==> src/logic/mccd_pkg.sv <==
// package for the machine cycle clock divider: addresses, fields, reset values
package mccd_pkg;

  localparam logic [7:0] MCCD_ADDR_POWER_MANAGEMENT = 8'hc4;
  localparam logic [7:0] MCCD_ADDR_CORE_STATUS      = 8'hc5;

  // power_management field positions
  localparam int MCCD_PM_DIV_HI_BIT   = 7;
  localparam int MCCD_PM_DIV_LO_BIT   = 6;
  localparam int MCCD_PM_SBACK_BIT    = 5;
  localparam int MCCD_PM_ALE_OFF_BIT  = 2;
  localparam int MCCD_PM_XRAM_EN_BIT  = 0;

  // core_status field positions
  localparam int MCCD_ST_HI_ACT_BIT   = 7;
  localparam int MCCD_ST_LO_ACT_BIT   = 6;
  localparam int MCCD_ST_OSC_RDY_BIT  = 4;
  localparam int MCCD_ST_P1_TX_BIT    = 3;
  localparam int MCCD_ST_P1_RX_BIT    = 2;
  localparam int MCCD_ST_P0_TX_BIT    = 1;
  localparam int MCCD_ST_P0_RX_BIT    = 0;

  typedef enum logic [1:0] {
    MCCD_DIV_RSVD = 2'b00,
    MCCD_DIV_4    = 2'b01,
    MCCD_DIV_64   = 2'b10,
    MCCD_DIV_1024 = 2'b11
  } mccd_div_e;

  localparam logic [10:0] MCCD_CNT_DIV_4    = 11'h004;
  localparam logic [10:0] MCCD_CNT_DIV_64   = 11'h040;
  localparam logic [10:0] MCCD_CNT_DIV_1024 = 11'h400;

  localparam logic      MCCD_RST_SBACK    = 1'b0;
  localparam logic      MCCD_RST_ALE_OFF  = 1'b0;
  localparam logic      MCCD_RST_XRAM_EN  = 1'b0;
  localparam logic      MCCD_RST_OSC_RDY  = 1'b1;

  // serial port event group
  typedef struct packed {
    logic p1_tx_start;
    logic p1_tx_done;
    logic p1_rx_start;
    logic p1_rx_done;
    logic p0_tx_start;
    logic p0_tx_done;
    logic p0_rx_start;
    logic p0_rx_done;
  } mccd_serial_s;

  // cpu special function register access group
  typedef struct packed {
    logic       wr;
    logic       rd;
    logic [7:0] addr;
    logic [7:0] wdata;
  } mccd_sfr_s;

endpackage : mccd_pkg

==> src/logic/mccd_clock_divider.sv <==
// machine cycle clock divider with switchback, power bits and core status
// Operation
// - divide code 01/10/11 gives 4/64/1024 clocks
// - switchback enable forces divide-by-4 on events
// - external interrupt switchback at vector jump, when recognized
// - receive switchback at instruction after start edge
// - latch suppress holds strobe off for on-chip accesses
// - external accesses always drive the latch strobe
// - onchip xram enable bit gates internal data RAM
// - high priority active set in service, cleared return
// - low priority active set in service, cleared return
// - osc ready cleared on wake, set when ready
// - port1 tx active until port1 tx done
// - port1 rx active until port1 rx done
// - port0 tx active until port0 tx done
// - port0 rx active until port0 rx done
// - divide writes ignored while switchback and activity
// - power down stops machine cycles and drops clock run
`timescale 1ns/1ns
`default_nettype none

module mccd_clock_divider (
  input  wire logic                  REF_CLK_I,
  input  wire logic                  RST_I,
  input  wire mccd_pkg::mccd_sfr_s   SFR_I,
  output logic [7:0]                 SFR_RDATA_O,
  input  wire mccd_pkg::mccd_serial_s SERIAL_I,
  input  wire logic                  IRQ_VECTOR_I,
  input  wire logic                  IRQ_HIGH_PRIO_I,
  input  wire logic                  IRQ_EXTERNAL_I,
  input  wire logic                  IRQ_RETURN_I,
  input  wire logic                  INSTR_START_I,
  input  wire logic                  POWER_DOWN_REQUEST_I,
  input  wire logic                  WAKE_I,
  input  wire logic                  OSC_STABLE_I,
  input  wire logic                  EXT_ACCESS_I,
  input  wire logic                  LATCH_STROBE_REQ_I,
  output logic                       LATCH_STROBE_O,
  output logic                       XRAM_ENABLE_O,
  output logic                       MACHINE_CYCLE_O,
  output logic                       CLOCK_RUN_O,
  output logic [1:0]                 DIV_SEL_O
);

  ////////////////////////////////////////////////////////////////////////////
  function automatic logic [10:0] div_count(input logic [1:0] code);
    unique case (code)
      mccd_pkg::MCCD_DIV_64:   div_count = mccd_pkg::MCCD_CNT_DIV_64;
      mccd_pkg::MCCD_DIV_1024: div_count = mccd_pkg::MCCD_CNT_DIV_1024;
      default:                 div_count = mccd_pkg::MCCD_CNT_DIV_4;
    endcase
  endfunction : div_count

  logic [1:0]  div_r,      div_nxt;
  logic        sback_r,    sback_nxt;
  logic        ale_off_r,  ale_off_nxt;
  logic        xram_r,     xram_nxt;
  logic        hi_act_r,   hi_act_nxt;
  logic        lo_act_r,   lo_act_nxt;
  logic        osc_rdy_r,  osc_rdy_nxt;
  logic        pwr_dn_r,   pwr_dn_nxt;
  logic        rx_pend_r,  rx_pend_nxt;
  logic [3:0]  act_r,      act_nxt;
  logic [10:0] cnt_r,      cnt_nxt;
  logic        mc_r,       mc_nxt;
  logic [7:0]  rdata_r,    rdata_nxt;
  logic        any_act;
  logic        wr_pm;
  logic        sback_irq;
  logic        sback_rx;

  assign wr_pm   = SFR_I.wr && (SFR_I.addr == mccd_pkg::MCCD_ADDR_POWER_MANAGEMENT);
  assign any_act = |act_r;
  assign sback_irq = sback_r && IRQ_VECTOR_I && IRQ_EXTERNAL_I;
  assign sback_rx  = sback_r && rx_pend_r && INSTR_START_I;

  ////////////////////////////////////////////////////////////////////////////
  // power management register and switchback
  always_comb begin
    div_nxt     = div_r;
    sback_nxt   = sback_r;
    ale_off_nxt = ale_off_r;
    xram_nxt    = xram_r;
    rx_pend_nxt = rx_pend_r;
    if (wr_pm) begin
      sback_nxt   = SFR_I.wdata[mccd_pkg::MCCD_PM_SBACK_BIT];
      ale_off_nxt = SFR_I.wdata[mccd_pkg::MCCD_PM_ALE_OFF_BIT];
      xram_nxt    = SFR_I.wdata[mccd_pkg::MCCD_PM_XRAM_EN_BIT];
      if (!(sback_r && any_act)) begin
        div_nxt = {SFR_I.wdata[mccd_pkg::MCCD_PM_DIV_HI_BIT],
                   SFR_I.wdata[mccd_pkg::MCCD_PM_DIV_LO_BIT]};
      end
    end
    if (SERIAL_I.p0_rx_start || SERIAL_I.p1_rx_start) begin
      rx_pend_nxt = 1'b1;
    end else if (INSTR_START_I) begin
      rx_pend_nxt = 1'b0;
    end
    if (sback_irq || sback_rx) begin
      div_nxt = mccd_pkg::MCCD_DIV_4;
    end
  end

  always_ff @(posedge REF_CLK_I) begin
    if (RST_I) begin
      div_r     <= mccd_pkg::MCCD_DIV_4;
      sback_r   <= mccd_pkg::MCCD_RST_SBACK;
      ale_off_r <= mccd_pkg::MCCD_RST_ALE_OFF;
      xram_r    <= mccd_pkg::MCCD_RST_XRAM_EN;
      rx_pend_r <= 1'b0;
    end else begin
      div_r     <= div_nxt;
      sback_r   <= sback_nxt;
      ale_off_r <= ale_off_nxt;
      xram_r    <= xram_nxt;
      rx_pend_r <= rx_pend_nxt;
    end
  end

  ////////////////////////////////////////////////////////////////////////////
  // status flags: set wins over clear, except wake wins over power down request and over osc stable
  always_comb begin
    hi_act_nxt  = hi_act_r;
    lo_act_nxt  = lo_act_r;
    osc_rdy_nxt = osc_rdy_r;
    pwr_dn_nxt  = pwr_dn_r;
    act_nxt     = act_r;
    if (IRQ_RETURN_I) begin
      if (hi_act_r) hi_act_nxt = 1'b0;
      else          lo_act_nxt = 1'b0;
    end
    if (IRQ_VECTOR_I) begin
      if (IRQ_HIGH_PRIO_I) hi_act_nxt = 1'b1;
      else                 lo_act_nxt = 1'b1;
    end
    if (POWER_DOWN_REQUEST_I) pwr_dn_nxt = 1'b1;
    if (pwr_dn_r && WAKE_I) begin
      pwr_dn_nxt  = 1'b0;
      osc_rdy_nxt = 1'b0;
    end else if (!pwr_dn_r && OSC_STABLE_I) begin
      osc_rdy_nxt = 1'b1;
    end
    if (SERIAL_I.p1_tx_done)  act_nxt[3] = 1'b0;
    if (SERIAL_I.p1_tx_start) act_nxt[3] = 1'b1;
    if (SERIAL_I.p1_rx_done)  act_nxt[2] = 1'b0;
    if (SERIAL_I.p1_rx_start) act_nxt[2] = 1'b1;
    if (SERIAL_I.p0_tx_done)  act_nxt[1] = 1'b0;
    if (SERIAL_I.p0_tx_start) act_nxt[1] = 1'b1;
    if (SERIAL_I.p0_rx_done)  act_nxt[0] = 1'b0;
    if (SERIAL_I.p0_rx_start) act_nxt[0] = 1'b1;
  end

  always_ff @(posedge REF_CLK_I) begin
    if (RST_I) begin
      hi_act_r  <= 1'b0;
      lo_act_r  <= 1'b0;
      osc_rdy_r <= mccd_pkg::MCCD_RST_OSC_RDY;
      pwr_dn_r  <= 1'b0;
      act_r     <= 4'h0;
    end else begin
      hi_act_r  <= hi_act_nxt;
      lo_act_r  <= lo_act_nxt;
      osc_rdy_r <= osc_rdy_nxt;
      pwr_dn_r  <= pwr_dn_nxt;
      act_r     <= act_nxt;
    end
  end

  ////////////////////////////////////////////////////////////////////////////
  // machine cycle divider and read data
  always_comb begin
    cnt_nxt = cnt_r;
    mc_nxt  = 1'b0;
    if (!pwr_dn_r) begin
      if (cnt_r >= div_count(div_r) - 11'h001) begin
        cnt_nxt = 11'h000;
        mc_nxt  = 1'b1;
      end else begin
        cnt_nxt = cnt_r + 11'h001;
      end
    end
    rdata_nxt = 8'h00;
    if (SFR_I.rd && SFR_I.addr == mccd_pkg::MCCD_ADDR_POWER_MANAGEMENT) begin
      rdata_nxt[mccd_pkg::MCCD_PM_DIV_HI_BIT]  = div_r[1];
      rdata_nxt[mccd_pkg::MCCD_PM_DIV_LO_BIT]  = div_r[0];
      rdata_nxt[mccd_pkg::MCCD_PM_SBACK_BIT]   = sback_r;
      rdata_nxt[mccd_pkg::MCCD_PM_ALE_OFF_BIT] = ale_off_r;
      rdata_nxt[mccd_pkg::MCCD_PM_XRAM_EN_BIT] = xram_r;
    end else if (SFR_I.rd && SFR_I.addr == mccd_pkg::MCCD_ADDR_CORE_STATUS) begin
      rdata_nxt[mccd_pkg::MCCD_ST_HI_ACT_BIT]  = hi_act_r;
      rdata_nxt[mccd_pkg::MCCD_ST_LO_ACT_BIT]  = lo_act_r;
      rdata_nxt[mccd_pkg::MCCD_ST_OSC_RDY_BIT] = osc_rdy_r;
      rdata_nxt[mccd_pkg::MCCD_ST_P1_TX_BIT]   = act_r[3];
      rdata_nxt[mccd_pkg::MCCD_ST_P1_RX_BIT]   = act_r[2];
      rdata_nxt[mccd_pkg::MCCD_ST_P0_TX_BIT]   = act_r[1];
      rdata_nxt[mccd_pkg::MCCD_ST_P0_RX_BIT]   = act_r[0];
    end
  end

  always_ff @(posedge REF_CLK_I) begin
    if (RST_I) begin
      cnt_r   <= 11'h000;
      mc_r    <= 1'b0;
      rdata_r <= 8'h00;
    end else begin
      cnt_r   <= cnt_nxt;
      mc_r    <= mc_nxt;
      rdata_r <= rdata_nxt;
    end
  end

  assign SFR_RDATA_O     = rdata_r;
  assign MACHINE_CYCLE_O = mc_r;
  assign CLOCK_RUN_O     = !pwr_dn_r;
  assign DIV_SEL_O       = div_r;
  assign XRAM_ENABLE_O   = xram_r;
  assign LATCH_STROBE_O  = LATCH_STROBE_REQ_I && (EXT_ACCESS_I || !ale_off_r);

  ////////////////////////////////////////////////////////////////////////////
  // assertions
  property p_div_period;
    @(posedge REF_CLK_I) disable iff (RST_I)
      (mc_r && !pwr_dn_r && div_r == mccd_pkg::MCCD_DIV_4 && !$changed(div_r))
        ##1 (div_r == mccd_pkg::MCCD_DIV_4 && !pwr_dn_r) [*3] |-> ##1 mc_r;
  endproperty
  a_div_period: assert property (p_div_period) else $error("divide by 4 period wrong");

  property p_sback_irq;
    @(posedge REF_CLK_I) disable iff (RST_I)
      sback_r && IRQ_VECTOR_I && IRQ_EXTERNAL_I |=> div_r == mccd_pkg::MCCD_DIV_4;
  endproperty
  a_sback_irq: assert property (p_sback_irq) else $error("no switchback on interrupt");

  property p_sback_rx;
    @(posedge REF_CLK_I) disable iff (RST_I)
      sback_r && rx_pend_r && INSTR_START_I |=> div_r == mccd_pkg::MCCD_DIV_4;
  endproperty
  a_sback_rx: assert property (p_sback_rx) else $error("no switchback on receive");

  property p_div_locked;
    @(posedge REF_CLK_I) disable iff (RST_I)
      sback_r && any_act && !IRQ_VECTOR_I |=> $stable(div_r) || div_r == mccd_pkg::MCCD_DIV_4;
  endproperty
  a_div_locked: assert property (p_div_locked) else $error("divide changed while locked");

  property p_strobe;
    @(posedge REF_CLK_I) disable iff (RST_I)
      LATCH_STROBE_REQ_I && (EXT_ACCESS_I || !ale_off_r) |-> LATCH_STROBE_O;
  endproperty
  a_strobe: assert property (p_strobe) else $error("latch strobe missing");

  property p_strobe_off;
    @(posedge REF_CLK_I) disable iff (RST_I)
      ale_off_r && !EXT_ACCESS_I |-> !LATCH_STROBE_O;
  endproperty
  a_strobe_off: assert property (p_strobe_off) else $error("latch strobe not suppressed");

  property p_osc_wake;
    @(posedge REF_CLK_I) disable iff (RST_I)
      pwr_dn_r && WAKE_I |=> !osc_rdy_r && !pwr_dn_r;
  endproperty
  a_osc_wake: assert property (p_osc_wake) else $error("osc ready not cleared on wake");

  property p_dn_freeze;
    @(posedge REF_CLK_I) disable iff (RST_I)
      pwr_dn_r ##1 pwr_dn_r |-> !mc_r && !CLOCK_RUN_O;
  endproperty
  a_dn_freeze: assert property (p_dn_freeze) else $error("cycles run in power down");

  property p_p0_rx;
    @(posedge REF_CLK_I) disable iff (RST_I)
      SERIAL_I.p0_rx_done && !SERIAL_I.p0_rx_start |=> !act_r[0];
  endproperty
  a_p0_rx: assert property (p_p0_rx) else $error("rx activity not cleared");

  property p_hi_act;
    @(posedge REF_CLK_I) disable iff (RST_I)
      IRQ_VECTOR_I && IRQ_HIGH_PRIO_I |=> hi_act_r;
  endproperty
  a_hi_act: assert property (p_hi_act) else $error("high priority flag not set");

  property p_lo_act;
    @(posedge REF_CLK_I) disable iff (RST_I)
      IRQ_VECTOR_I && !IRQ_HIGH_PRIO_I |=> lo_act_r;
  endproperty
  a_lo_act: assert property (p_lo_act) else $error("low priority flag not set");

  property p_p1_tx;
    @(posedge REF_CLK_I) disable iff (RST_I)
      SERIAL_I.p1_tx_done && !SERIAL_I.p1_tx_start |=> !act_r[3];
  endproperty
  a_p1_tx: assert property (p_p1_tx) else $error("tx activity not cleared");

  property p_xram;
    @(posedge REF_CLK_I) disable iff (RST_I)
      wr_pm |=> XRAM_ENABLE_O == $past(SFR_I.wdata[mccd_pkg::MCCD_PM_XRAM_EN_BIT]);
  endproperty
  a_xram: assert property (p_xram) else $error("onchip ram enable not written");

  property p_div_reset;
    @(posedge REF_CLK_I)
      RST_I |=> div_r == mccd_pkg::MCCD_DIV_4;
  endproperty
  a_div_reset: assert property (p_div_reset) else $error("divide field not reset");

  c_sback_irq: cover property (@(posedge REF_CLK_I) disable iff (RST_I)
    sback_irq && div_r != mccd_pkg::MCCD_DIV_4);
  c_locked:  cover property (@(posedge REF_CLK_I) disable iff (RST_I) wr_pm && sback_r && any_act);
  c_wake:    cover property (@(posedge REF_CLK_I) disable iff (RST_I) pwr_dn_r && WAKE_I);

endmodule : mccd_clock_divider
`default_nettype wire

==> config.mk <==
export PLATFORM = sky130hd
export DESIGN_NAME = mccd_clock_divider
export DESIGN_NICKNAME = d
export VERILOG_FILES = /design/src/logic/mccd_pkg.sv /design/src/logic/mccd_clock_divider.sv
export SDC_FILE = /design/constraint.sdc
export NUM_CORES = 1
export LEC_CHECK = 0
export BUFFER_PORTS_ARGS = -buffer_cell sky130_fd_sc_hd__buf_2
export CORE_MARGIN = 2
export CORE_UTILIZATION = 30
export DETAILED_ROUTE_END_ITERATION = 10
export PLACE_DENSITY = 0.63
export SETUP_SLACK_MARGIN = 0.3
export SYNTH_ARGS = -nofsm -noshare
export SYNTH_HDL_FRONTEND = slang
export SYNTH_SLANG_ARGS = --single-unit
==> constraint.sdc <==
create_clock -name REF_CLK_I -period 4.97 [get_ports REF_CLK_I]
set_input_delay 0.2485 -clock REF_CLK_I [delete_from_list [all_inputs] [get_ports REF_CLK_I]]
set_output_delay 0.2485 -clock REF_CLK_I [all_outputs]
set_load 0.1 [all_outputs]
# ---- Word level (Yosys, flattened, before mapping)
# Cells that the tools add are included.
dict set report totals {
  register_bits 34
  in_bits 38
  wordCells 85
}
dict set report op_classes {
  add_sub_neg 2
  n_lt_le_gt_ge 1
  n_eq_ne 4
  n_mux 28
  bitwise 3
  reduce_logical 29
}
# op count
set ops {}
lappend ops {{$mux 1} 22}
lappend ops {{$mux 11} 2}
lappend ops {{$pmux 11 s2} 1}
lappend ops {{$eq 8x8->1 const B} 2}
lappend ops {{$reduce_bool 2->1} 6}
lappend ops {{$add 11x1->11 const B} 1}
lappend ops {{$ge 11x11->1} 1}
lappend ops {{$logic_and 1x1->1} 11}
lappend ops {{$sub 11x1->11 const B} 1}
lappend ops {{$reduce_or 2->1} 4}
lappend ops {{$eq 2x2->1 const B} 2}
lappend ops {{$mux 2} 2}
lappend ops {{$reduce_or 4->1} 1}
lappend ops {{$logic_or 1x1->1} 3}
lappend ops {{$mux 3} 1}
lappend ops {{$not 1->1} 3}
lappend ops {{$reduce_or 3->1} 1}
lappend ops {{$logic_not 1->1} 2}
lappend ops {{$reduce_and 2->1} 1}

# ---- Depth between registers and ports, before layout
# Gate-level depths: netlist of run 1.
dict set report depth {
  depth_word 6
  ltp_mapped 6
  ltp_nobuf 6
}

# ---- Least setup slack after synthesis of run 1
# No wires, ideal clock.
dict set report synth_path {
  path_type {register to output}
  start {register ale_off_r}
  end {output port LATCH_STROBE_O}
  arrival_ps 2464
  required_ps 4722
  setup_slack_ps 2257
  stages_incl_launch_ff 2
  cell_sequence {dfxtp_1 > a21boi_0}
}
dict set report synth_via {
  elab_chain_cells 3
}
# item line
set synth_lines {}
lappend synth_lines {{from (decl)} mccd_clock_divider.sv:56} ;# logic ale_off_r, ale_off_nxt;
lappend synth_lines {{from (signal assigned)} mccd_clock_divider.sv:108} ;# ale_off_r <= mccd_pkg::MCCD_RST_ALE_OFF;
lappend synth_lines {{from (signal assigned)} mccd_clock_divider.sv:114} ;# ale_off_r <= ale_off_nxt;
lappend synth_lines {{$logic_not 1->1} mccd_clock_divider.sv:217} ;# assign LATCH_STROBE_O = LATCH_STROBE_REQ_I && (EXT_ACCESS_I || !ale_off_r);
lappend synth_lines {{$logic_or 1x1->1} mccd_clock_divider.sv:217}
lappend synth_lines {{$logic_and 1x1->1} mccd_clock_divider.sv:217}
lappend synth_lines {{to (decl)} mccd_clock_divider.sv:38} ;# output logic LATCH_STROBE_O,
# No other way between the ends.

# ---- Final worst setup path of run 1
dict set report layout_path {
  start {register div_r[1], in the netlist DIV_SEL_O[1]}
  end {register mc_r, in the netlist MACHINE_CYCLE_O}
}
dict set report layout_via {
  elab_chain_cells 6
  word_cells_on_any_way 7
}
# item line
set layout_lines {}
lappend layout_lines {{from (decl)} mccd_clock_divider.sv:54} ;# logic [1:0] div_r, div_nxt;
lappend layout_lines {{from (signal assigned)} mccd_clock_divider.sv:106} ;# div_r <= mccd_pkg::MCCD_DIV_4;
lappend layout_lines {{from (signal assigned)} mccd_clock_divider.sv:112} ;# div_r <= div_nxt;
lappend layout_lines {{$eq 2x2->1} mccd_clock_divider.sv:47} ;# unique case (code)
lappend layout_lines {{$pmux 11 s2 (*)} mccd_clock_divider.sv:47}
lappend layout_lines {{$mux 11 (*)} mccd_clock_divider.sv:174} ;# if (!pwr_dn_r) begin
lappend layout_lines {{$sub 11x1->11 (*)} mccd_clock_divider.sv:175} ;# if (cnt_r >= div_count(div_r) - 11'h001) begin
lappend layout_lines {{$ge 11x11->1 (*)} mccd_clock_divider.sv:175}
lappend layout_lines {{$mux 1 (*)} mccd_clock_divider.sv:175}
lappend layout_lines {{to (signal assigned)} mccd_clock_divider.sv:207} ;# mc_r <= mc_nxt;
lappend layout_lines {{to (decl)} mccd_clock_divider.sv:65} ;# logic mc_r, mc_nxt;
# Every way passes the cells marked *; elsewhere a longest branch is shown, timed or not. The select of a mux whose other input is x is not followed.
# A chain may end at the register's enable or synchronous reset.

==> impl_metrics.csv, run 1 <==
group,metric,value,unit
status,outcome,"finished clean",
clocking,ctsRootBufferMaster,"sky130_fd_sc_hd__clkbuf_8",
synthesis,complex_gate_fraction_of_the_synthesized_area,15.75,%
placement,port_buffers,48,
clocking,worst_setup_hold_path_clk_slew,0.07,ns
routing,routedWlPerCell,11.05,µm
synthesis,synth_nets,213,
floorplanning,initial_standard_cell_utilization_of_the_core,30.57,%
synthesis,netlist_top_cells_area,"sky130_fd_sc_hd__dfxtp_1, sky130_fd_sc_hd__mux2i_1, sky130_fd_sc_hd__ha_1, sky130_fd_sc_hd__nor2_1, sky130_fd_sc_hd__a211oi_1",
setup_path,startpoint_type,"register",
hold_path,hold_depth,2,
power_and_ir_drop,leakage,0.8430,nW
hold_path,worstHoldEndpoint,"pwr_dn_r",
synthesis,seq_area_frac_synth,44.16,%
global_routing,grt_antenna_before_repair,0,
setup_path,critPathRequiredTime,5.18,ns
cells_and_area,post_route_cells_drive_above_1_share,27.40,%
cells_and_area,final_core_util,38.41,%
synthesis,synth-simple-area-share,20.37,%
cells_and_area,areaGrowthSynthToFinish,25.65,%
sta,period_minus_slack,1.984,ns
setup_path,crit_slowest_cell,"sky130_fd_sc_hd__dfxtp_1",
setup_path,timing.reg2reg.worst_path_depth,6,
sta,grt_setup_unrepaired,"no",
clocking,cts_tree,"done",
sta,fin_crit_sh,39.93,%
synthesis,post_synth_num_cell_types,41,
setup_path,end_kind,"register",
sta,timing.setup.tns,0,ns
setup_path,reg_to_reg_critical_path_endpoint,"MACHINE_CYCLE_O",
routing,final_antenna_net_count,0,
routing,num_vias,1341,
global_routing,pin_count_of_the_biggest_net_entering_global_routing,28,
clocking,worstSkewPairLatency,0.28,ns
synthesis,netlist_area,0.001541,mm²
cells_and_area,commonest_non_fill_non_tap_cells_in_the_layout,"sky130_fd_sc_hd__buf_2, sky130_fd_sc_hd__dfxtp_1, sky130_fd_sc_hd__nor2_1",
placement,gp_congestion,0.7120,
routing,firstDrtPassIters,4,
synthesis,synth-xor-area-share,4.545,%
synthesis,avgSynthCellArea,9.121,µm²
setup_path,worstPathMaxFanout,10,
routing,finalWirelength,3194,µm
clocking,cts_resized,0,
floorplanning,coreArea,0.005042,mm²
synthesis,gate_count_of_the_mapped_netlist,169,
clocking,clock_sink_count,34,
floorplanning,die_height,75.68,µm
synthesis,synth_top_area_share,44.16,%
setup_path,path_class,"reg2reg",
synthesis,synthesis.yosys.warnings,0,
placement,detailed_place_hpwl,2431,µm
sta,final_hold_viol_count,0,
hold_path,hold_path.startpoint,"WAKE_I",
sta,fmaxAchievable,504.0,MHz
sta,timing.clock.skew,0.009328,ns
setup_path,regToRegStartpoint,"DIV_SEL_O[1]",
setup_path,crit_buf_inv,0,
cells_and_area,nets,262,
setup_path,cp_cell_sequence,"nand2_1 -> ha_1 -> nand3_1 -> a211o_1 -> o21ai_4 -> nor3b_2",
synthesis,post_synth_fa_ha_maj_area_fraction,4.870,%
setup_path,cpLargestDelayFamily,"compound AO/OA/AOI/OAI gates",
sta,pins_over_their_slew_limit,0,
setup_path,crit_path_max_incr_delay,0.48,ns
floorplanning,i_o_pin_cnt,52,
cells_and_area,final.fill_count,519,
clocking,cts_hold_buf,0,
synthesis,ys_seq_elements,34,
job,number_of_max_cap_violations,0,
clocking,htree_levels,2,
global_routing,first_global_vias,1376,
clocking,max_buffers_root_to_sink,2,
sta,setup_viol,0,
synthesis,synth_mux_area_share,5.844,%
cells_and_area,antennaDiodeCount,0,
power_and_ir_drop,power-per-cell-area,289.1,mW/mm²
power_and_ir_drop,vdd.ir_drop.worst,0.0001474,V
global_routing,global_route.usage.total,13.04,%
floorplanning,chipWidth,75.68,µm
floorplanning,std_cell_rows,26,
clocking,cts-buffers-inserted,5,
routing,drc,0,
cells_and_area,final_common_cell,"sky130_fd_sc_hd__buf_2",
setup_path,timing.critical_path.arrival,2.19,ns
routing,drt_first_iter_violations,51,
global_routing,first_pass_grt_wire_length,5651,µm
floorplanning,die_area,0.005727,mm²
hold_path,hp-class,"in2reg",
setup_path,regToRegSetupSlack,2.99,ns
synthesis,cell_taking_the_most_area_after_synthesis,"sky130_fd_sc_hd__dfxtp_1",
clocking,post_cts_buffers,0,
routing,viasPerCell,4.640,
synthesis,main_combinational_cell_family_by_area_after_synthesis,"simple AND/OR/NAND/NOR gates",
global_routing,globalRoute.totalOverflow,0,
## worst reg2reg max path: cells and delay by family, from the launching register on
kind	cells	cell delay, ns
compound gates	2	0.65
fa+ha+maj	1	0.32
flops	1	0.48
simple gates	3	0.46
## flip-flops by register name, indices dropped and copies added, names as in the netlist
name             flops
hi_act_r             1
lo_act_r             1
pwr_dn_r             1
rx_pend_r            1
ale_off_r            1
cnt_r               11
XRAM_ENABLE_O        1
DIV_SEL_O            2
sback_r              1
SFR_RDATA_O          8
MACHINE_CYCLE_O      1
osc_rdy_r            1
act_r                4
## worst max path at each step
stage,slack [ns],cells after the start,from,end
4_1_cts,2.98,6,DIV_SEL_O[1],MACHINE_CYCLE_O
2_1_floorplan,2.26,1,ale_off_r,LATCH_STROBE_O
3_3_place_gp,3.03,6,DIV_SEL_O[1],MACHINE_CYCLE_O
5_1_grt,2.83,6,DIV_SEL_O[1],MACHINE_CYCLE_O
6_report,2.99,6,DIV_SEL_O[1],MACHINE_CYCLE_O
3_5_place_dp,3.01,6,DIV_SEL_O[1],MACHINE_CYCLE_O
## synth_stat cells
cell type / count
sky130_fd_sc_hd__nor3b_1: 3
sky130_fd_sc_hd__buf_2: 1
sky130_fd_sc_hd__mux2i_1: 9
sky130_fd_sc_hd__nor2_1: 19
sky130_fd_sc_hd__and3b_1: 1
sky130_fd_sc_hd__buf_1: 1
sky130_fd_sc_hd__a21oi_1: 12
sky130_fd_sc_hd__inv_1: 10
sky130_fd_sc_hd__xnor2_1: 5
sky130_fd_sc_hd__o221a_2: 1
sky130_fd_sc_hd__a211oi_1: 9
sky130_fd_sc_hd__inv_2: 1
sky130_fd_sc_hd__nand3_1: 2
sky130_fd_sc_hd__and4bb_2: 1
sky130_fd_sc_hd__a22o_1: 1
sky130_fd_sc_hd__o2111ai_1: 1
sky130_fd_sc_hd__nor3b_2: 1
sky130_fd_sc_hd__nand4b_1: 2
sky130_fd_sc_hd__o22ai_1: 1
sky130_fd_sc_hd__nand2b_1: 3
sky130_fd_sc_hd__nor4_1: 1
sky130_fd_sc_hd__ha_1: 6
sky130_fd_sc_hd__a211o_1: 1
sky130_fd_sc_hd__xor2_1: 3
sky130_fd_sc_hd__o21ai_0: 3
sky130_fd_sc_hd__dfxtp_1: 34
sky130_fd_sc_hd__conb_1: 1
sky130_fd_sc_hd__o21ai_4: 1
sky130_fd_sc_hd__a21boi_0: 1
sky130_fd_sc_hd__nor2b_1: 4
sky130_fd_sc_hd__a22oi_1: 1
sky130_fd_sc_hd__o41ai_1: 1
sky130_fd_sc_hd__o221ai_1: 1
sky130_fd_sc_hd__and2_1: 2
sky130_fd_sc_hd__nand4_1: 4
sky130_fd_sc_hd__nor3_1: 3
sky130_fd_sc_hd__or3_1: 1
sky130_fd_sc_hd__nand2_1: 11
sky130_fd_sc_hd__clkbuf_1: 4
sky130_fd_sc_hd__o21a_1: 1
sky130_fd_sc_hd__and4_1: 1
## stage by stage
| stage | cell area [µm²] | hold slack, ns | cells | setup slack, ns | total power (W) |
|---|---|---|---|---|---|
| 6_report | 1937 | 0.1611 | 289 | 2.986 | 0.0005599 |
| 5_1_grt | 1937 | 0.1757 | 289 | 2.835 | 0.0005898 |
| 4_1_cts | 1937 | 0.1506 | 289 | 2.982 | 0.0005696 |
| 3_5_place_dp | 1846 | 0.4508 | 281 | 3.013 | 0.0003591 |
| 3_3_place_gp | 1846 | 0.4496 | 281 | 3.026 | 0.0003589 |
| 2_1_floorplan | 1541 | 0.3475 | 169 | 2.257 | 0.0003371 |
## power breakdown
group | internal [W] | total, W | leakage (nW) | switching, W
logic | 0.0000261 | 0.0000620 | 0.518 | 0.0000358
registers | 0.000281 | 0.000290 | 0.277 | 0.00000916
clock network | 0.000112 | 0.000208 | 0.0482 | 0.0000961
## metal layers
layer  global-route usage, %  up-vias  wire length, µm
met4                   4.873        0               38
met5                       0        -                0
met1                   13.80      607             1405
li1                        -      691                -
met3                   6.217        4              270
met2                   22.51       39             1479
## cell families after synthesis
logic type,count (synthesis)
buf+inv,17
other cells,1
mux,9
xor+xnor,8
fa+ha+maj,6
simple gates,59
flops,34
compound gates,35
## area by class of cell
| class | count | area (µm²) | share of cell area (%) |
|---|---|---|---|
| Multi-Input combinational cell | 118 | 795.8 | 41.09 |
| Sequential cell | 34 | 680.7 | 35.14 |
| Timing Repair Buffer | 48 | 240.2 | 12.40 |
| Tap cell | 70 | 87.58 | 4.522 |
| Clock buffer | 7 | 86.33 | 4.457 |
| Inverter | 11 | 41.29 | 2.132 |
| Clock inverter | 1 | 5.005 | 0.2584 |
Note: power is estimated with default switching activity, not from simulation.
==> run 2, diff against run 1 <==
--- a/config.mk
+++ b/config.mk
@@ -9,7 +9,7 @@
 export CORE_MARGIN = 2
 export CORE_UTILIZATION = 30
 export DETAILED_ROUTE_END_ITERATION = 10
-export PLACE_DENSITY = 0.63
+export PLACE_DENSITY = 0.65
 export SETUP_SLACK_MARGIN = 0.3
 export SYNTH_ARGS = -nofsm -noshare
 export SYNTH_HDL_FRONTEND = slang
==> constraint.sdc (replaced) <==
create_clock -name REF_CLK_I -period 1.78 [get_ports REF_CLK_I]
set_input_delay 0.089 -clock REF_CLK_I [delete_from_list [all_inputs] [get_ports REF_CLK_I]]
set_output_delay 0.089 -clock REF_CLK_I [all_outputs]
set_load 0.1 [all_outputs]
==> run 2 against run 1 <==
  * First-iteration DRC count grew 43%
  * Sequential cell count is the same
  * Count of clock-buffer cells in the layout shrank 2
  * Sequential share of layout area shrank 2.6 points
  * Setup slack lost 2.9 ns
  * Combinational power grew to 3.5 times the previous value
  * Sequential power grew to 2.8 times the previous value
  * Wire length grew 13%
  * Die area is the same
  * Highest routed layer unchanged
==> impl_metrics.csv, run 2 (synthesized netlist as in run 1, its figures left out) <==
group,metric,value,unit
setup_path,crit_slowest_cell,"sky130_fd_sc_hd__dfxtp_4",
global_routing,pin_count_of_the_biggest_net_entering_global_routing,27,
floorplanning,die_height,75.68,µm
global_routing,global_route.usage.total,14.52,%
cells_and_area,final.fill_count,513,
clocking,clock_sink_count,34,
global_routing,grt_antenna_before_repair,0,
power_and_ir_drop,power.share.sequential,51.0,%
hold_path,hp-class,"in2reg",
hold_path,hold_depth,3,
floorplanning,coreArea,0.005042,mm²
cells_and_area,post_route_cells_drive_above_1_share,36.09,%
hold_path,worstHoldEndpoint,"act_r[1]",
routing,met1_length,1568,µm
sta,pins_over_their_slew_limit,0,
power_and_ir_drop,leakage,0.9095,nW
sta,timing.clock.skew,0.006912,ns
cells_and_area,commonest_non_fill_non_tap_cells_in_the_layout,"sky130_fd_sc_hd__buf_2, sky130_fd_sc_hd__dfxtp_1, sky130_fd_sc_hd__nor2_1",
cells_and_area,final-instance-count-excl-fill,300,
global_routing,first_global_vias,1350,
routing,met3_length,265,µm
power_and_ir_drop,internal_portion_of_total_power,0.001146,W
cells_and_area,antennaDiodeCount,0,
placement,gp_congestion,0.7522,
setup_path,worstPathMaxFanout,4,
placement,detailed_place_hpwl,2507,µm
cells_and_area,largest_register_ff_count,11,
clocking,worst_setup_hold_path_clk_slew,0.07,ns
routing,drc,0,
clocking,ctsRootBufferMaster,"sky130_fd_sc_hd__clkbuf_8",
power_and_ir_drop,netSwitchingFraction,27.22,%
hold_path,hold_path.startpoint,"SERIAL_I[3]",
routing,num_vias,1382,
power_and_ir_drop,clkPwrFrac,35.3,%
sta,fmaxAchievable,595.0,MHz
clocking,max_buffers_root_to_sink,2,
floorplanning,chipWidth,75.68,µm
job,number_of_max_cap_violations,0,
power_and_ir_drop,power-per-cell-area,743.7,mW/mm²
setup_path,regToRegStartpoint,"DIV_SEL_O[0]",
placement,dp.cells,284,
setup_path,timing.reg2reg.worst_path_depth,7,
floorplanning,initial_standard_cell_utilization_of_the_core,30.57,%
power_and_ir_drop,vdd.ir_drop.worst,0.0003944,V
routing,routedWlPerCell,12.00,µm
routing,final_antenna_net_count,0,
sta,final_hold_viol_count,0,
routing,firstDrtPassIters,4,
global_routing,globalRoute.totalOverflow,0,
routing,dr.max_layer_used,"met4",
setup_path,reg_to_reg_critical_path_endpoint,"cnt_r[3]",
floorplanning,die_area,0.005727,mm²
setup_path,critPathRequiredTime,1.95,ns
routing,drt_first_iter_violations,73,
status,outcome,"finished clean",
power_and_ir_drop,power.net_switching,0.0004286,W
cells_and_area,registers.top_by_ff_count,"cnt_r",
cells_and_area,areaGrowthSynthToFinish,37.34,%
cells_and_area,final_common_cell,"sky130_fd_sc_hd__buf_2",
global_routing,first_pass_grt_wire_length,6147,µm
floorplanning,std_cell_rows,26,
power_and_ir_drop,comb_power_share,13.7,%
setup_path,cp_cell_sequence,"nand2_4 -> ha_4 -> nand3_2 -> a211o_1 -> o21ai_4 -> buf_4 -> a211oi_1",
clocking,worstSkewPairLatency,0.29,ns
sta,timing.setup.tns,0,ns
sta,fin_crit_sh,94.42,%
sta,setup_viol,0,
clocking,cts-buffers-inserted,5,
cells_and_area,multi_input_comb_area,875.8,µm²
routing,viasPerCell,4.607,
routing,dr_wl_met2,1711,µm
sta,grt_setup_unrepaired,"yes",
setup_path,cpLargestDelayFamily,"compound AO/OA/AOI/OAI gates",
placement,port_buffers,48,
sta,period_minus_slack,1.681,ns
routing,finalWirelength,3600,µm
cells_and_area,nets,273,
clocking,htree_levels,2,
clocking,cts_tree,"done",
sta,holdWs,0.002999,ns
cells_and_area,ff_latch_area,688.2,µm²
setup_path,end_kind,"register",
setup_path,timing.critical_path.arrival,1.85,ns
setup_path,crit_path_max_incr_delay,0.37,ns
setup_path,startpoint_type,"register",
setup_path,regToRegSetupSlack,0.1,ns
setup_path,crit_buf_inv,1,
floorplanning,i_o_pin_cnt,52,
setup_path,path_class,"reg2reg",
[run 2: tightest hold or removal path, delay by kind of cell]
family                 cells  cell delay (ns)
buffers and inverters      1             0.07
AO/OA/AOI/OAI              1             0.03
AND/OR/NAND/NOR            1             0.07
[run 2: final cells by class]
type,count,area share [%]
Inverter,11,1.950
Clock inverter,3,0.7683
Tap cell,70,4.137
Timing Repair Buffer,59,16.02
Multi-Input combinational cell,118,41.37
Clock buffer,5,3.251
Sequential cell,34,32.51
[run 2: stage by stage]
stage | cell area (µm²) | setup WS [ns] | power (W) | util [%]
global placement | 1899 | 0.1120 | 0.001004 | 37.67
global route | 2117 | 0.02693 | 0.001655 | 41.99
floorplan | 1573 | 0.01404 | 0.0009400 | -
finish | 2117 | 0.09926 | 0.001574 | 41.99
detailed placement | 1899 | 0.09490 | 0.001006 | 37.67
CTS | 2110 | 0.1559 | 0.001581 | 41.84
[run 2: timing repair]
action / CTS / global route
resized for setup: 11 / 2
buffers inserted: 7 / 0
cloned: 0 / 0
hold buffers: 1 / 0
endpoints found under the hold margin: 1 / 0
endpoints found under the setup margin: 13 / 12
pin swaps: 6 / 2
[run 2: worst max path at each step]
| stage | startpoint | end | cells past startpoint |
|---|---|---|---|
| finish | DIV_SEL_O[0] | cnt_r[3] | 7 |
| global route | DIV_SEL_O[0] | cnt_r[5] | 7 |
| CTS | DIV_SEL_O[0] | cnt_r[5] | 7 |
| floorplan | DIV_SEL_O[1] | MACHINE_CYCLE_O | 6 |
| global placement | DIV_SEL_O[1] | MACHINE_CYCLE_O | 6 |
| detailed placement | DIV_SEL_O[1] | MACHINE_CYCLE_O | 6 |
[run 2: per-layer routing]
metal / track usage (%) / up-vias
met3: 6.349 / 6
met5: 0 / -
met1: 17.22 / 623
met4: 5.263 / 0
li1: - / 711
met2: 23.38 / 42
[run 2: power by group through the flow]
stage	Sequential, W	Combinational, W	Clock [W]
6_report	0.000803	0.000216	0.000555
5_1_grt	0.000806	0.000236	0.000613
4_1_cts	0.000803	0.000211	0.000567
3_5_place_dp	0.000820	0.000187	0
3_3_place_gp	0.000819	0.000185	0
2_1_floorplan	0.000822	0.000118	0
==> run 3, diff against run 2 <==
--- a/config.mk
+++ b/config.mk
@@ -5,11 +5,12 @@
 export SDC_FILE = /design/constraint.sdc
 export NUM_CORES = 1
 export LEC_CHECK = 0
+export ABC_CLOCK_PERIOD_IN_PS = 2100
 export BUFFER_PORTS_ARGS = -buffer_cell sky130_fd_sc_hd__buf_2
 export CORE_MARGIN = 2
 export CORE_UTILIZATION = 30
 export DETAILED_ROUTE_END_ITERATION = 10
-export PLACE_DENSITY = 0.65
+export PLACE_DENSITY = 0.63
 export SETUP_SLACK_MARGIN = 0.3
 export SYNTH_ARGS = -nofsm -noshare
 export SYNTH_HDL_FRONTEND = slang
==> constraint.sdc (replaced) <==
create_clock -name REF_CLK_I -period 2.1 [get_ports REF_CLK_I]
set_input_delay 0.105 -clock REF_CLK_I [delete_from_list [all_inputs] [get_ports REF_CLK_I]]
set_output_delay 0.105 -clock REF_CLK_I [all_outputs]
set_load 0.1 [all_outputs]
==> run 3 against run 2 <==
  * Core utilization fell by 3.2 points
  * Setup slack improved by 0.32 ns
  * Hold slack improved by 0.0054 ns
  * Non-clock buffer count fell by 11
  * First-iteration DRC count fell by 26%
  * Critical path type unchanged
  * Largest cell class unchanged
==> impl_metrics.csv, run 3 (synthesized netlist as in run 1, its figures left out) <==
group,metric,value,unit
status,outcome,"finished clean",
routing,routedWlPerCell,11.53,µm
setup_path,timing.critical_path.arrival,1.90,ns
routing,final_antenna_net_count,0,
hold_path,hp-class,"in2reg",
global_routing,pin_count_of_the_biggest_net_entering_global_routing,28,
clocking,worst_setup_hold_path_clk_slew,0.07,ns
placement,dp.cells,281,
power_and_ir_drop,internal_portion_of_total_power,0.0009529,W
setup_path,reg_to_reg_critical_path_endpoint,"MACHINE_CYCLE_O",
floorplanning,chipWidth,75.68,µm
global_routing,first_pass_grt_wire_length,5382,µm
placement,detailed_place_hpwl,2421,µm
floorplanning,std_cell_rows,26,
setup_path,critPathCapture,"MACHINE_CYCLE_O",
sta,timing.clock.skew,0.006548,ns
setup_path,regToRegStartpoint,"DIV_SEL_O[1]",
power_and_ir_drop,power.net_switching,0.0003494,W
sta,fin_crit_sh,80.27,%
sta,holdWs,0.008373,ns
routing,firstDrtPassIters,4,
sta,slew_headroom,65.91,%
clocking,cts_resized,0,
cells_and_area,nets,263,
global_routing,globalRoute.totalOverflow,0,
power_and_ir_drop,design_power_total,0.001302,W
sta,fmaxAchievable,593.3,MHz
clocking,htree_levels,2,
setup_path,startpoint_type,"register",
sta,timing.setup.tns,0,ns
power_and_ir_drop,clkPwrFrac,35.5,%
power_and_ir_drop,power.share.sequential,52.5,%
setup_path,start_point_of_the_critical_path,"DIV_SEL_O[1]",
power_and_ir_drop,leakage,0.8436,nW
cells_and_area,fin_area,0.001957,mm²
setup_path,path_class,"reg2reg",
global_routing,grt_antenna_before_repair,0,
floorplanning,die_area,0.005727,mm²
clocking,worstSkewPairLatency,0.29,ns
setup_path,regToRegSetupSlack,0.41,ns
setup_path,critPathRequiredTime,2.32,ns
cells_and_area,areaGrowthSynthToFinish,26.95,%
placement,place_area,0.001856,mm²
cells_and_area,final-instance-count-excl-fill,290,
cells_and_area,commonest_non_fill_non_tap_cells_in_the_layout,"sky130_fd_sc_hd__buf_2, sky130_fd_sc_hd__dfxtp_1, sky130_fd_sc_hd__nor2_1",
clocking,cts_hold_buf,0,
global_routing,global_route.usage.total,12.70,%
clocking,post_cts_buffers,0,
clocking,ctsRootBufferMaster,"sky130_fd_sc_hd__clkbuf_8",
sta,worstMarginPinSlew,0.5114,ns
clocking,cts-buffers-inserted,5,
clocking,max_buffers_root_to_sink,2,
routing,drt_first_iter_violations,54,
sta,period_minus_slack,1.686,ns
placement,port_buffers,48,
cells_and_area,final.fill_count,537,
clocking,cts_tree,"done",
sta,setup_viol,0,
power_and_ir_drop,comb_power_share,12.0,%
power_and_ir_drop,netSwitchingFraction,26.83,%
routing,viasPerCell,4.610,
routing,finalWirelength,3345,µm
floorplanning,initial_standard_cell_utilization_of_the_core,30.57,%
clocking,clock_sink_count,34,
cells_and_area,registers.top_by_ff_count,"cnt_r",
routing,num_vias,1337,
cells_and_area,antennaDiodeCount,0,
sta,final_hold_viol_count,0,
cells_and_area,post_route_cells_drive_above_1_share,29.09,%
sta,grt_setup_unrepaired,"yes",
floorplanning,coreArea,0.005042,mm²
setup_path,worstPathMaxFanout,7,
global_routing,first_global_vias,1236,
cells_and_area,final_common_cell,"sky130_fd_sc_hd__buf_2",
floorplanning,i_o_pin_cnt,52,
power_and_ir_drop,vdd.ir_drop.worst,0.0004285,V
placement,gp_congestion,0.7431,
power_and_ir_drop,power-per-cell-area,665.5,mW/mm²
cells_and_area,largest_register_ff_count,11,
job,number_of_max_cap_violations,0,
sta,pins_over_their_slew_limit,0,
floorplanning,die_height,75.68,µm
setup_path,end_kind,"register",
routing,drc,0,
setup_path,timing.reg2reg.worst_path_depth,6,
## run 3: changes by cell type in the layout (fill, tap and decap cells not counted), sizes merged
cell,before,now
dlygate4sd3,1,0
o21ai,4,5
buf,58,48
## run 3: critical path, cell delays in order (launching register included)
cell	delay [ns]
sky130_fd_sc_hd__dfxtp_4	0.38
sky130_fd_sc_hd__nand2_2	0.08
sky130_fd_sc_hd__ha_1	0.29
sky130_fd_sc_hd__nand3_1	0.09
sky130_fd_sc_hd__a211o_1	0.35
sky130_fd_sc_hd__o21ai_4	0.24
sky130_fd_sc_hd__nor3b_2	0.18
## run 3: worst min path at each step
stage,startpoint,end,slack (ns),cells past startpoint
6_report,WAKE_I,pwr_dn_r,0.008,2
3_5_place_dp,WAKE_I,pwr_dn_r,0.31,2
2_1_floorplan,WAKE_I,pwr_dn_r,0.20,1
5_1_grt,WAKE_I,pwr_dn_r,0.007,2
4_1_cts,WAKE_I,pwr_dn_r,0.004,2
3_3_place_gp,WAKE_I,pwr_dn_r,0.31,2
## run 3: layout make-up
type	instances	area [µm²]	area share, %
Multi-Input combinational cell	119	814.5	41.62
Clock inverter	3	16.27	0.8312
Clock buffer	5	68.82	3.517
Timing Repair Buffer	48	240.2	12.28
Inverter	11	41.29	2.110
Sequential cell	34	688.2	35.17
Tap cell	70	87.58	4.476
## run 3: per-stage QoR
step	worst slack, ns	utilization [%]
floorplan	0.2987	-
global placement	0.4261	36.80
detailed placement	0.4023	36.80
CTS	0.3800	38.49
global route	0.2677	38.81
finish	0.4144	38.81
## run 3: routing by layer
layer / vias to the layer above / part of all wire, % / global-route usage, % / wire (µm)
met2: 37 / 45 / 19.81 / 1520
met3: 5 / 6.6 / 4.762 / 221
li1: 695 / - / - / -
met1: 600 / 46 / 15.33 / 1544
met4: 0 / 1.8 / 6.433 / 59
met5: - / 0 / 0 / 0
## run 3: power by group through the flow
stage	Sequential, W	Combinational [W]	Clock, W
detailed placement	0.000699	0.000152	0
finish	0.000684	0.000156	0.000462
global placement	0.000698	0.000149	0
floorplan	0.000697	0.0000995	0
CTS	0.000684	0.000152	0.000478
global route	0.000687	0.000175	0.000502
